File: config.mk
export PLATFORM = sky130hd
export DESIGN_NAME = adc_conversion_format_control
export DESIGN_NICKNAME = d
export VERILOG_FILES = /design/src/adc_ctrl_pkg.sv /design/src/adc_link_if.sv /design/src/result_formatter.sv /design/src/adc_conversion_format_control.sv
export SDC_FILE = /design/constraint.sdc
export NUM_CORES = 1
export LEC_CHECK = 0
export BUFFER_PORTS_ARGS = -buffer_cell sky130_fd_sc_hd__buf_2
export CORE_AREA = 3 3 192 138
export CTS_CLUSTER_DIAMETER = 120
export DETAILED_ROUTE_END_ITERATION = 7
export DIE_AREA = 0 0 195 141
export GPL_TIMING_DRIVEN = 0
export PLACE_DENSITY_LB_ADDON = 0.3
export SETUP_SLACK_MARGIN = 0.05
export SYNTH_ARGS = -nofsm -noshare
export SYNTH_HDL_FRONTEND = slang
export SYNTH_SLANG_ARGS = --single-unit
File: constraint.sdc
create_clock -name clk -period 3.8 [get_ports clk]
set_clock_uncertainty 0.1 [all_clocks]
set_input_delay 0.57 -clock clk [delete_from_list [all_inputs] [get_ports clk]]
set_output_delay 0.57 -clock clk [all_outputs]
set_load 0.005 [all_outputs]
File: src/adc_ctrl_pkg.sv
package adc_ctrl_pkg;

   // ---------------------------------------------------------------
   // register map (word indices on the plain register port)
   // ---------------------------------------------------------------
   localparam logic [3:0] result_addr = 4'h0;
   localparam logic [3:0] config_addr = 4'h1;
   localparam logic [3:0] status_addr = 4'h2;

   // ---------------------------------------------------------------
   // config field positions
   // ---------------------------------------------------------------
   localparam int start_bit = 15;
   localparam int mux_lsb = 12;
   localparam int gain_lsb = 9;
   localparam int cont_bit = 8;
   localparam int rate_lsb = 5;
   localparam int temp_bit = 4;
   localparam logic [15:0] config_reset = 16'h858B;

   // ---------------------------------------------------------------
   // conversion timing, cycles of the 25 MHz clock
   // ---------------------------------------------------------------
   localparam int clk_hz = 25000000;
   localparam int rate_8_sps = 8;
   localparam logic [21:0] conv_cycles_min = 22'(clk_hz / 860);
   localparam logic [21:0] conv_cycles_max = 22'(clk_hz / rate_8_sps);

   // ---------------------------------------------------------------
   // codes
   // ---------------------------------------------------------------
   localparam logic [15:0] code_pos_max = 16'h7FFF;
   localparam logic [15:0] code_neg_max = 16'h8000;
   localparam logic [2:0] mux_se_first = 3'h4;

   typedef enum logic [1:0] {
      st_down = 2'b00,
      st_convert = 2'b01
   } conv_state_t;

endpackage : adc_ctrl_pkg

File: src/adc_link_if.sv
interface adc_link_if;
   logic [15:0] raw_code;
   logic [13:0] temp_code;
   logic temp_sel;
   logic [15:0] code;
   modport fmt(input raw_code, input temp_code, input temp_sel,
      output code);
   modport ctl(output raw_code, output temp_code, output temp_sel,
      input code);
endinterface : adc_link_if

File: src/result_formatter.sv
module result_formatter (
   adc_link_if.fmt link
);
   always_comb begin
      if (link.temp_sel) begin
         link.code = {link.temp_code, 2'b00};
      end else begin
         link.code = link.raw_code;
      end
   end
endmodule : result_formatter

File: src/adc_conversion_format_control.sv
// Our own choices: strobed register access and the register addresses.
module adc_conversion_format_control
   import adc_ctrl_pkg::*;
(
   // clock and reset
   input wire logic clk,
   input wire logic rst_n,
   // register port
   input wire logic [3:0] addr,
   input wire logic [15:0] wdata,
   input wire logic wr,
   input wire logic rd,
   output logic [15:0] rdata,
   // modulator side, sample from outside clock domain
   input wire logic [16:0] modulator_value,
   input wire logic [13:0] sensor_value,
   // analog front end controls and data ready
   output logic [2:0] positive_converter_input,
   output logic [2:0] negative_converter_input,
   output logic [2:0] full_scale_range,
   output logic sensor_enable,
   output logic powered,
   output logic data_ready
);

   // ---------------------------------------------------------------
   // mux and gain decoding
   // ---------------------------------------------------------------
   // input codes: 0..3 analog_input_0..3, 4 ground
   function automatic logic [5:0] mux_decode(input logic [2:0] sel);
      logic [5:0] r;
      r = 6'h00;
      case (sel)
         3'h0: r = {3'h0, 3'h1};
         3'h1: r = {3'h0, 3'h3};
         3'h2: r = {3'h1, 3'h3};
         3'h3: r = {3'h2, 3'h3};
         3'h4: r = {3'h0, 3'h4};
         3'h5: r = {3'h1, 3'h4};
         3'h6: r = {3'h2, 3'h4};
         default: r = {3'h3, 3'h4};
      endcase
      return r;
   endfunction : mux_decode

   // full-scale codes 0..5: 6.144, 4.096, 2.048, 1.024, 0.512, 0.256 V
   function automatic logic [2:0] gain_decode(input logic [2:0] g);
      return (g > 3'h5) ? 3'h5 : g;
   endfunction : gain_decode

   // conversion period per rate code: 8..860 samples per second
   function automatic logic [21:0] rate_cycles(input logic [2:0] r);
      logic [21:0] c;
      c = conv_cycles_max;
      case (r)
         3'h0: c = conv_cycles_max;
         3'h1: c = 22'(clk_hz / 16);
         3'h2: c = 22'(clk_hz / 32);
         3'h3: c = 22'(clk_hz / 64);
         3'h4: c = 22'(clk_hz / 128);
         3'h5: c = 22'(clk_hz / 250);
         3'h6: c = 22'(clk_hz / 475);
         default: c = conv_cycles_min;
      endcase
      return c;
   endfunction : rate_cycles

   // ---------------------------------------------------------------
   // state
   // ---------------------------------------------------------------
   typedef struct packed {
      conv_state_t st;
      logic [15:0] cfg;
      logic [21:0] count;
      logic [15:0] result;
      logic [16:0] mod_s1;
      logic [16:0] mod_s2;
      logic [13:0] temp_s1;
      logic [13:0] temp_s2;
      logic written;
      logic [15:0] rdata;
      logic [2:0] pos;
      logic [2:0] neg;
      logic [2:0] fs;
      logic sens;
      logic pwr;
      logic rdy;
   } state_t;

   state_t q;
   state_t next_q;
   adc_link_if link();
   logic [16:0] sat_raw;

   result_formatter u_fmt (
      .link(link.fmt)
   );

   // ---------------------------------------------------------------
   // saturation of modulator value to 16 bits
   // ---------------------------------------------------------------
   always_comb begin
      sat_raw = q.mod_s2;
      if (!sat_raw[16] && sat_raw[15]) begin
         link.raw_code = code_pos_max;
      end else if (sat_raw[16] && !sat_raw[15]) begin
         link.raw_code = code_neg_max;
      end else begin
         link.raw_code = sat_raw[15:0];
      end
      link.temp_code = q.temp_s2;
      link.temp_sel = q.cfg[temp_bit];
   end

   // ---------------------------------------------------------------
   // next state
   // ---------------------------------------------------------------
   always_comb begin
      next_q = q;
      next_q.mod_s1 = modulator_value;
      next_q.mod_s2 = q.mod_s1;
      next_q.temp_s1 = sensor_value;
      next_q.temp_s2 = q.temp_s1;
      next_q.rdy = 1'b0;

      if (wr && addr == config_addr) begin
         next_q.cfg = {q.cfg[start_bit], wdata[14:0]};
         next_q.written = 1'b1;
         // a start written while converting is dropped
         if (wdata[start_bit] && q.st == st_down) begin
            next_q.cfg[start_bit] = 1'b0;
         end
      end

      case (q.st)
         st_down: begin
            next_q.count = '0;
            if (next_q.written &&
               (!next_q.cfg[start_bit] || !next_q.cfg[cont_bit])) begin
               next_q.st = st_convert;
               next_q.cfg[start_bit] = 1'b0;
            end
         end
         st_convert: begin
            next_q.count = q.count + 22'h000001;
            if (q.count + 22'h000001 >=
               rate_cycles(q.cfg[rate_lsb +: 3])) begin
               next_q.result = link.code;
               next_q.rdy = 1'b1;
               next_q.count = '0;
               if (q.cfg[cont_bit]) begin
                  next_q.st = st_down;
                  next_q.cfg[start_bit] = 1'b1;
                  // a config write in this very cycle still counts
                  next_q.written = wr && addr == config_addr;
               end else begin
                  next_q.st = st_convert;
               end
            end
         end
         default: next_q.st = st_down;
      endcase

      {next_q.pos, next_q.neg} = mux_decode(q.cfg[mux_lsb +: 3]);
      next_q.fs = gain_decode(q.cfg[gain_lsb +: 3]);
      next_q.sens = q.cfg[temp_bit];
      next_q.pwr = (next_q.st == st_convert);

      next_q.rdata = 16'h0000;
      if (rd) begin
         case (addr)
            result_addr: next_q.rdata = q.result;
            config_addr: next_q.rdata = q.cfg;
            status_addr: next_q.rdata = {15'h0000, q.pwr};
            default: next_q.rdata = 16'h0000;
         endcase
      end
   end

   // ---------------------------------------------------------------
   // registers
   // ---------------------------------------------------------------
   always_ff @(posedge clk or negedge rst_n) begin
      if (!rst_n) begin
         q <= '{st: st_down, cfg: config_reset, default: '0};
      end else begin
         q <= next_q;
      end
   end

   assign rdata = q.rdata;
   assign positive_converter_input = q.pos;
   assign negative_converter_input = q.neg;
   assign full_scale_range = q.fs;
   assign sensor_enable = q.sens;
   assign powered = q.pwr;
   assign data_ready = q.rdy;

endmodule : adc_conversion_format_control

Word level (Yosys, flattened, before mapping). Cells that the tools add are included.

Input bits: 55. Register bits: 147. Word-level logic and storage cells: 77. Output and inout bits: 28.

Reductions and logical operators: 16. Mux-type cells: 25. Magnitude comparators: 2. Eq/ne operators: 16. Add/subtract/negate cells: 1.

Operators by type and width (number): $pmux 22 s7 (1); $mux 16 (5); $pmux 16 s3 (1); $pmux 22 s2 (1); $mux 38 (1); $pmux 5 s7 (1); $add 22x1->22 const B (1); $ge 22x22->1 (1); $mux 22 (1); $eq 3x3->1 const B (6); $eq 3x2->1 const B (4); $mux 1 (9); $mux 3 (3); $eq 3x1->1 const B (2); $logic_not 3->1 (2); $logic_and 1x1->1 (5); $eq 2x1->1 const B (2); $eq 4x1->1 const B (1); $eq 4x2->1 const B (1); $logic_not 1->1 (4); $logic_not 4->1 (1); $pmux 2 s2 (1); $gt 3x3->1 const B (1); $logic_not 2->1 (1); other kinds (4) (4).

Depth between registers and ports, before layout. Gate-level depths: netlist of the first run.

Word-level depth: 10. Mapped depth: 15. Gate-level depth less buffers: 12.

Cells and area by module. A second synthesis of the first run with hierarchy kept.

Cell total of the unflattened synthesis: 556. Area total of the unflattened synthesis: 6553.8 um^2.

By module, submodules not included: adc_conversion_format_control (area each 6317.3 um^2, times used 1, sequential area each 3662.3 um^2, cells each 538); result_formatter (area each 236.5 um^2, times used 1, sequential area each 0.0 um^2, cells each 18).

Least setup slack after synthesis of the first run. No wires, ideal clock.

Path kind: register -> register. From: reg q[107] (netlist name). To: reg q[100] (netlist name). Library setup time: 0.125 ns. Data required time: 3.575 ns. Path buffers: 2. Arrival time: 3.654 ns. Cell stages (with the launch flop): 15. Slack: -0.079 ns. Path through: dfrtp_1 ha_1 nand3_1 nor4_1 nand4_1 xnor2_1 ha_1 nand4_1 nor2_1 or4_1 a211oi_2 nand2b_1 buf_6 buf_6 mux2_4.

Word-level cells in the longest chain between the ends: 3.

RTL lines: start, declared (line adc_conversion_format_control.sv:90) `state_t q;`; start signal, assigned (line adc_conversion_format_control.sv:187) `q <= next_q;`; $add 22x1->22 (line adc_conversion_format_control.sv:146) `if (q.count + 22'h000001 >=`; $ge 22x22->1 (line adc_conversion_format_control.sv:146); $reduce_and 2->1 (no source line).

No other way between the ends. A chain may end at the register's enable or synchronous reset.

Worst setup path in the final report of the first run.
From: reg q[116] (netlist name). To: reg q[103] (netlist name).

Same word-level chain as after synthesis.

==> results.ini, run 1 <==
[grt]
first_global_vias=4317
grt_max_degree=92
grt_overflow_total=0
track_usage=0.111
grt_antenna_before_repair=1
grt_pass1_wl_microns=23800

[detailed_routing]
first_pass_iters=4
drt_iter0_markers=261
drc=0
vias=4316
wl_microns=14900
viasPerCell=4.32
routedWlPerCell_microns=14.9
ant_nets=0

[logic_synthesis]
yosysWarningCount=0
synth_flop_cell=dfrtp_1
synth_edf_count=0
synthCells=534
yosys_register_bits=146
synth_area_per_cell_sq_um=12.0
synth.distinct_cells=50
synthesis.area_sq_mm=0.00640
yosysTopAreaCellShare=0.544
async_flop_share=1.00
netlist_top_cells_area=dfrtp_1 54%, mux2_2 6.3%, ha_1 4.5%, buf_4 2.9%, dfstp_2 2.9%
ys_seq_area_frac=0.572
post-synth-top-area-cell=dfrtp_1

[timing]
relSlewSlack=0.268
fin_hold_ws_ps=-6.00
worstMarginPinSlew_ps=1090
max_freq_ghz=0.263
hold_viol=2
timing.final.ws_setup_ps=0.659
fin_crit_ps=3800
slew_viol_final=0
fin_crit_sh=1.00
setup-violations-final=0
grt_setup_unrepaired=true

[cells_and_area]
final_cells=998
mostFrequentLayoutCell=dfrtp_1
fill_cells=2500
layout_common_cells=133 x dfrtp_1, 80 x buf_2, 47 x buf_4
multiInputGateArea_sq_mm=0.00256
fin_util=0.336
nNetsFinal=738
areaGrowthSynthToFinish_pct=29.2
register_area_sq_mm=0.00367
n_antenna_cell=0
drive_gt1_frac=0.373

[clock_tree]
cts_buffer_depth=2
cts_buffers=17
clk_latency_ps=420
hold_buffers=0
clk_pin_slew_ps=60
cts_tree=built
clockRootBuffer=clkbuf_16
cts.sink_count=146
h-tree-depth=4

[placed_design]
dp_cells=942
port_buffers=81
pre_cts_slack_ps=-675
hpwlAfterDp_microns=10500
gp_congestion=0.782

[outcome]
violations=hold timing
run_status=complete, but fails checks

[die]
die-area_sq_mm=0.0275
placementRows=48
die_h_microns=141
fp.coreArea_sq_mm=0.0246
initial_core_util=0.260
die_w_microns=195
top_level_ports=83

[pwr]
p_seq_frac=0.435
ir_drop_v=0.000341
p_leak_nw=3.84
p_int_w=0.00293
pwr-share-comb=0.134
switchingPower_w=0.00107
swShare=0.267
powerDensity_mw_per_mm2=484
clock_power_share=0.431

[critical_path]
crit_path_end_kind=flop
required_ps=4000
arrival_ps=4000
path_max_fanout=5
critPathLaunchType=flop
critical_path_class=reg2reg

[hold_path]
hold_path.class=in2async

[run]
cap_violations=0

[cells in the mapped netlist (2+ instances only)]
master    number
dfrtp_1      139
nor2_1        41
nand2_1       37
mux2_2        36
buf_4         25
clkbuf_1      25
ha_1          23
nand3_1       21
a22oi_1       15
nand4_1       14
maj3_1        13
o21ai_0       13
a21oi_1       12
a32o_1        12
xnor2_1       12
inv_1         10
xor2_1         9
mux2_4         8
dfstp_2        7
a31oi_1        6
nand2b_1       5
nor3_1         5
and2_1         4
and4_1         4
mux2i_1        3
nor2b_1        3
nor4_1         3
o211ai_1       3
buf_1          2
buf_6          2
o21a_1         2
or3_1          2
[per-layer routing]
layer	vias up	global-route usage	share of wire
li1	2114	-	-
met1	2090	0.173	0.53
met2	103	0.150	0.40
met3	9	0.0277	0.055
met4	0	0.0345	0.010
met5	-	0	0
[metrics by stage]
stage	setup TNS [ps]	instance area, sq um	total power [W]
floorplan	0	6410	0.00208
global placement	-41840	7220	0.00227
detailed placement	-20560	7250	0.00228
CTS	-158	8200	0.00405
global route	-1060	8270	0.00419
finish	0	8270	0.00400
[power by group through the flow]
stage               Clock, W  Combinational [W]  Sequential (W)
floorplan                  0           0.000339         0.00174
global placement           0           0.000510         0.00176
detailed placement         0           0.000515         0.00176
CTS                  0.00176           0.000543         0.00174
global route         0.00183           0.000610         0.00175
finish               0.00172           0.000536         0.00174
[state kept, by name (all words and copies together) (netlist names)]
signal	flops
link.temp_code	14
rdata	16
powered	1
q	56
full_scale_range	3
data_ready	1
positive_converter_input	2
negative_converter_input	3
sat_raw	17
next_q	31
sensor_enable	1
link.temp_sel	1
[path summary, 6_finish.rpt]
kind                       slack (ps)                 to  cells past startpoint               start
hold / removal                     -6             q[134]                      1               rst_n
setup reg to reg                  0.7             q[103]                     15              q[116]
min in group clk                  150         next_q[57]                      1  modulator_value[0]
max in group asynchronous        2770             q[144]                      2               rst_n
setup / recovery                  0.7             q[103]                     15              q[116]
hold reg to reg                   250  link.temp_code[7]                      0          next_q[36]
[critical path, cell delays in order, from the launching register on]
cell	delay, ps
dfrtp_1	390
nand4_1	200
buf_4	200
nor3_4	230
buf_6	140
nand4_1	190
xnor2_1	200
ha_1	320
a21oi_2	120
nor2_1	50
or4_4	490
a211oi_4	260
nand2b_4	250
buf_12	130
buf_12	120
mux2_4	290
[layout make-up]
cell class	instances	area share
well taps	325	0.0492
multi-input cells	323	0.310
clock inverters	14	0.0203
flip-flops and latches	146	0.444
inverters	11	0.00499
repair buffers	108	0.0804
clock buffers	18	0.0531
plain buffers	53	0.0383
[logic make-up (layout without fill, tap and decap cells)]
family / after synthesis / in the layout / share of synthesized area
XOR/XNOR: 21 / 21 / 0.0287
buffers and inverters: 66 / 204 / 0.0559
multiplexers: 47 / 47 / 0.0868
adder cells (fa/ha/maj): 36 / 36 / 0.0653
AO/OA/AOI/OAI: 71 / 71 / 0.0784
AND/OR/NAND/NOR: 146 / 146 / 0.112
flip-flops: 146 / 146 / 0.572
other: 1 / 2 / 0.000586
[what timing repair did]
item                       4_1_cts  5_1_grt
cloned                           1        0
setup buffers                   19        6
pin swaps                       16       15
setup endpoints to repair       43       43
resized for setup               33       17
No activity file was read; power rests on OpenSTA's default activity.
==> run 2: changes to the inputs <==
Settings changed: RECOVER_POWER set to 50.
Clock period 3.8 ns to 3.9 ns, I/O delays scaled along.
==> run 2 against run 1 <==
Net effect: sequential power decreased by 3%; die area stayed put; flip-flop and latch count stayed put; first-iteration DRC count decreased by 0.38%; count of clock-buffer cells in the layout unchanged; design area shrank 0.14%; cell count rose by 0.20%; utilization hardly changed; non-clock buffer count grew 2; the flow finishes with violations (hold timing, capacitance limit, slew limit); critical path type unchanged; setup slack gained 47 ps; clock power shrank 2%.
==> results.ini, run 2 (synthesis results as in run 1) <==
[critical_path]
critPathLaunchType=flop
arrival_ps=4060
required_ps=4100
crit_path_end_kind=flop
path_max_fanout=5
critical_path_class=reg2reg

[pwr]
p_leak_nw=3.85
p_total_w=0.00391
ir_drop_v=0.000331
powerDensity_mw_per_mm2=474

[detailed_routing]
routedWlPerCell_microns=14.9
viasPerCell=4.33
vias=4334
drc=0
drt_iter0_markers=260
ant_nets=0
first_pass_iters=4
wl_microns=14900

[cells_and_area]
regMostFlops=q
layout_common_cells=133 x dfrtp_1, 81 x buf_2, 49 x buf_4
nNetsFinal=740
fin_util=0.335
final_cells=1000
fill_cells=2498
areaGrowthSynthToFinish_pct=29.0
n_antenna_cell=0
drive_gt1_frac=0.370
largest_reg_flops=56
finalInstanceArea_sq_mm=0.00826
mostFrequentLayoutCell=dfrtp_1

[timing]
fin_crit_ps=3850
max_freq_ghz=0.260
hold_viol=2
tns_ps=0
setup-violations-final=0
relSlewSlack=-0.475
slew_viol_final=92
worstMarginPinSlew_ps=2210
fin_hold_ws_ps=-6.52
fin_crit_sh=0.988
grt_setup_unrepaired=true

[die]
placementRows=48
die_w_microns=195
top_level_ports=83
fp.coreArea_sq_mm=0.0246
die-area_sq_mm=0.0275
die_h_microns=141
initial_core_util=0.260

[clock_tree]
cts.sink_count=146
cts_buffers=17
clockRootBuffer=clkbuf_16
cts_tree=built
clk_latency_ps=430
clk_pin_slew_ps=80
h-tree-depth=4
cts_buffer_depth=2

[grt]
grt_overflow_total=0
first_global_vias=4262
grt_antenna_before_repair=1
grt_max_degree=92
grt_pass1_wl_microns=23500
track_usage=0.110

[placed_design]
hpwlAfterDp_microns=10500
dpl_cell_area_sq_mm=0.00725
dp_cells=942
port_buffers=81
gp_congestion=0.782

[hold_path]
hold_path.class=in2async

[outcome]
run_status=complete, but fails checks
violations=hold timing, capacitance limit, slew limit

[run]
cap_violations=1

## run 2: worst max-delay path, stage by stage (launching register included)
cell	delay [ps]
dfrtp_2	430
nand4_1	110
buf_4	170
nor3_4	220
buf_4	170
nand4_1	190
xnor2_1	190
ha_1	340
a21oi_2	140
nor2_1	50
or4_4	490
a211oi_4	330
nand2b_4	230
buf_12	130
clkbuf_16	140
mux2_4	290
## run 2: where the power goes
part	leakage [nW]	switching [W]	internal (W)
Combinational	1.75	0.000284	0.000258
Clock	0.286	0.000696	0.000981
Sequential	1.82	0.0000638	0.00163
## run 2: final timing paths
check | from | end | slack (ps) | depth (start not counted)
hold reg to reg | next_q[36] | link.temp_code[7] | 250 | 0
setup / recovery | q[107] | q[99] | 50 | 15
hold / removal | rst_n | q[124] | -7 | 1
max in group asynchronous | rst_n | q[110] | 1030 | 2
setup reg to reg | q[107] | q[99] | 50 | 15
min in group clk | modulator_value[0] | next_q[57] | 160 | 1
## run 2: what timing repair did
item	in CTS	in global routing
cloned	0	2
hold buffers	0	0
buffers inserted	11	13
resized for setup	26	18
pin swaps	11	13
endpoints found under the setup margin	43	36
## run 2: per-layer routing
metal / vias to the layer above / track usage / share of wire
met1: 2107 / 0.170 / 0.52
met2: 99 / 0.147 / 0.40
met3: 8 / 0.0277 / 0.066
met5: - / 0 / 0
met4: 0 / 0.0345 / 0.0097
li1: 2120 / - / -
## run 2: cell type report
cell class | count | area [sq um] | share of cell area
plain buffers | 54 | 334 | 0.0405
clock buffers | 18 | 439 | 0.0532
clock inverters | 14 | 168 | 0.0203
inverters | 11 | 41.3 | 0.00500
multi-input cells | 323 | 2550 | 0.308
flip-flops and latches | 146 | 3670 | 0.444
well taps | 325 | 407 | 0.0492
repair buffers | 109 | 652 | 0.0790
## run 2: stage by stage
step	setup WS (ps)	hold WS (ps)
2_1_floorplan	214	189
3_3_place_gp	-606	234
3_5_place_dp	-575	235
4_1_cts	44.0	22.4
5_1_grt	-73.2	28.4
6_report	47.9	-6.52
==> run 3: changes to the inputs <==
Settings changed: CORE_AREA 3 3 192 138 to 3 3 161 163, DIE_AREA 0 0 195 141 to 0 0 164 166, PLACE_DENSITY set to 0.51, PLACE_DENSITY_LB_ADDON 0.3 to unset.
==> run 3 against run 2 <==
Net effect: wire length down 5.2%; the flow finishes with violations (capacitance limit, slew limit); critical path depth down 1; register-to-register slack better by 50 ps; highest routed layer unchanged; cell count up 0.40%; first-iteration DRC count down 40%; combinational power down 1%; critical endpoint is now q[95]; utilization up 0.63 points.
==> results.ini, run 3 (synthesis results as in run 1) <==
[outcome]
run_status=complete, but fails checks
violations=capacitance limit, slew limit

[grt]
grt_pass1_wl_microns=23300
first_global_vias=4371
grt_max_degree=76
grt_use_met2=0.180
track_usage=0.108
grt_busiest_layer=met2
grt_use_met1=0.139
grtUsageMet3=0.0220
grt_overflow_total=0
grt_antenna_before_repair=0

[critical_path]
path_max_fanout=5
reg2regPathDepth=14
arrival_ps=4010
r2r-end=q[95]
rrSetupSlack_ps=100
critical_path_class=reg2reg
crit_path_end_kind=flop
r2r_start=q[107]
required_ps=4110
critPathLaunchType=flop

[cells_and_area]
layout_common_cells=134 x dfrtp_1, 80 x buf_2, 55 x buf_4
fin_util=0.342
largest_reg_flops=56
nNetsFinal=745
areaGrowthSynthToFinish_pct=30.6
regMostFlops=q
n_antenna_cell=0
fill_cells=2451
mostFrequentLayoutCell=dfrtp_1
drive_gt1_frac=0.379

[clock_tree]
cts_buffer_depth=2
cts_buffers=17
clockRootBuffer=clkbuf_16
hold_buffers=0
h-tree-depth=4
clk_latency_ps=420
clk_pin_slew_ps=70
cts_tree=built
cts.sink_count=146

[hold_path]
hold_path.class=in2reg
hp-start=modulator_value[15]
hold_path_end=next_q[72]
hold-path-cell-count=1

[detailed_routing]
drt_iter0_markers=156
wl_microns=14100
first_pass_iters=4
viasPerCell=4.28
drc=0
vias=4298
ant_nets=0
routedWlPerCell_microns=14.1

[placed_design]
port_buffers=81
hpwlAfterDp_microns=9770
pre_cts_slack_ps=-658
gp_congestion=0.793

[die]
die-area_sq_mm=0.0272
die_w_microns=164
initial_core_util=0.262
die_h_microns=166
fp.coreArea_sq_mm=0.0245
top_level_ports=83
placementRows=57

[timing]
timing.final.ws_setup_ps=96.3
tns_ps=0
relSlewSlack=-0.220
worstMarginPinSlew_ps=1830
hold_viol=0
fin_crit_ps=3800
slew_viol_final=149
fin_crit_sh=0.975
max_freq_ghz=0.263
grt_setup_unrepaired=true
setup-violations-final=0

[pwr]
ir_drop_v=0.000309
powerDensity_mw_per_mm2=471
p_total_w=0.00394
p_leak_nw=3.92

[run]
cap_violations=2

run 3: final cells by class:
class                           instances  area (sq um)  area share
Buffer                                 52           325      0.0389
Clock inverter                         14           191      0.0229
Timing Repair Buffer                  116           696      0.0832
Inverter                               11          41.3     0.00494
Tap cell                              324           405      0.0485
Multi-Input combinational cell        323          2590       0.310
Sequential cell                       146          3670       0.439
Clock buffer                           18           439      0.0526
run 3: metrics by stage:
| stage | hold slack, ps | area [sq um] | cells |
|---|---|---|---|
| 2_1_floorplan | 189 | 6410 | 535 |
| 3_3_place_gp | 234 | 7220 | 940 |
| 3_5_place_dp | 235 | 7250 | 941 |
| 4_1_cts | 95.5 | 8200 | 995 |
| 5_1_grt | 147 | 8360 | 1004 |
| 6_report | 165 | 8360 | 1004 |
run 3: timing repair:
item | 4_1_cts | 5_1_grt
cloned | 1 | 0
buffers inserted | 23 | 10
setup endpoints to repair | 43 | 34
pin swaps | 16 | 16
resized for setup | 28 | 27
run 3: worst max-delay path by stage:
stage / from / to / slack [ps] / cells past startpoint
6_report: q[107] / q[95] / 100 / 14
5_1_grt: q[107] / q[94] / -140 / 15
4_1_cts: q[117] / q[97] / 60 / 15
3_5_place_dp: q[107] / q[105] / -660 / 14
3_3_place_gp: q[107] / q[104] / -710 / 14
2_1_floorplan: q[107] / q[100] / 210 / 14
run 3: report_power, final:
group          switching (W)  internal, W
Combinational       0.000279     0.000256
Clock               0.000713     0.000997
Sequential         0.0000639      0.00163
run 3: worst max-delay path, stage by stage (launching register included):
cell and delay [ps]:
dfrtp_2 430, nand4_1 130, buf_6 160, nor3_4 280, nand4_1 220, xnor2_2 280, ha_4 250, a21oi_2 120
nor2_1 50, or4_4 550, a211oi_4 340, nand2b_4 210, buf_8 130, buf_6 120, mux2_2 320
run 3: layer usage:
layer | up-vias | share of wire
li1 | 2124 | -
met1 | 2071 | 0.45
met2 | 83 | 0.50
met3 | 20 | 0.033
met4 | 0 | 0.019
met5 | - | 0
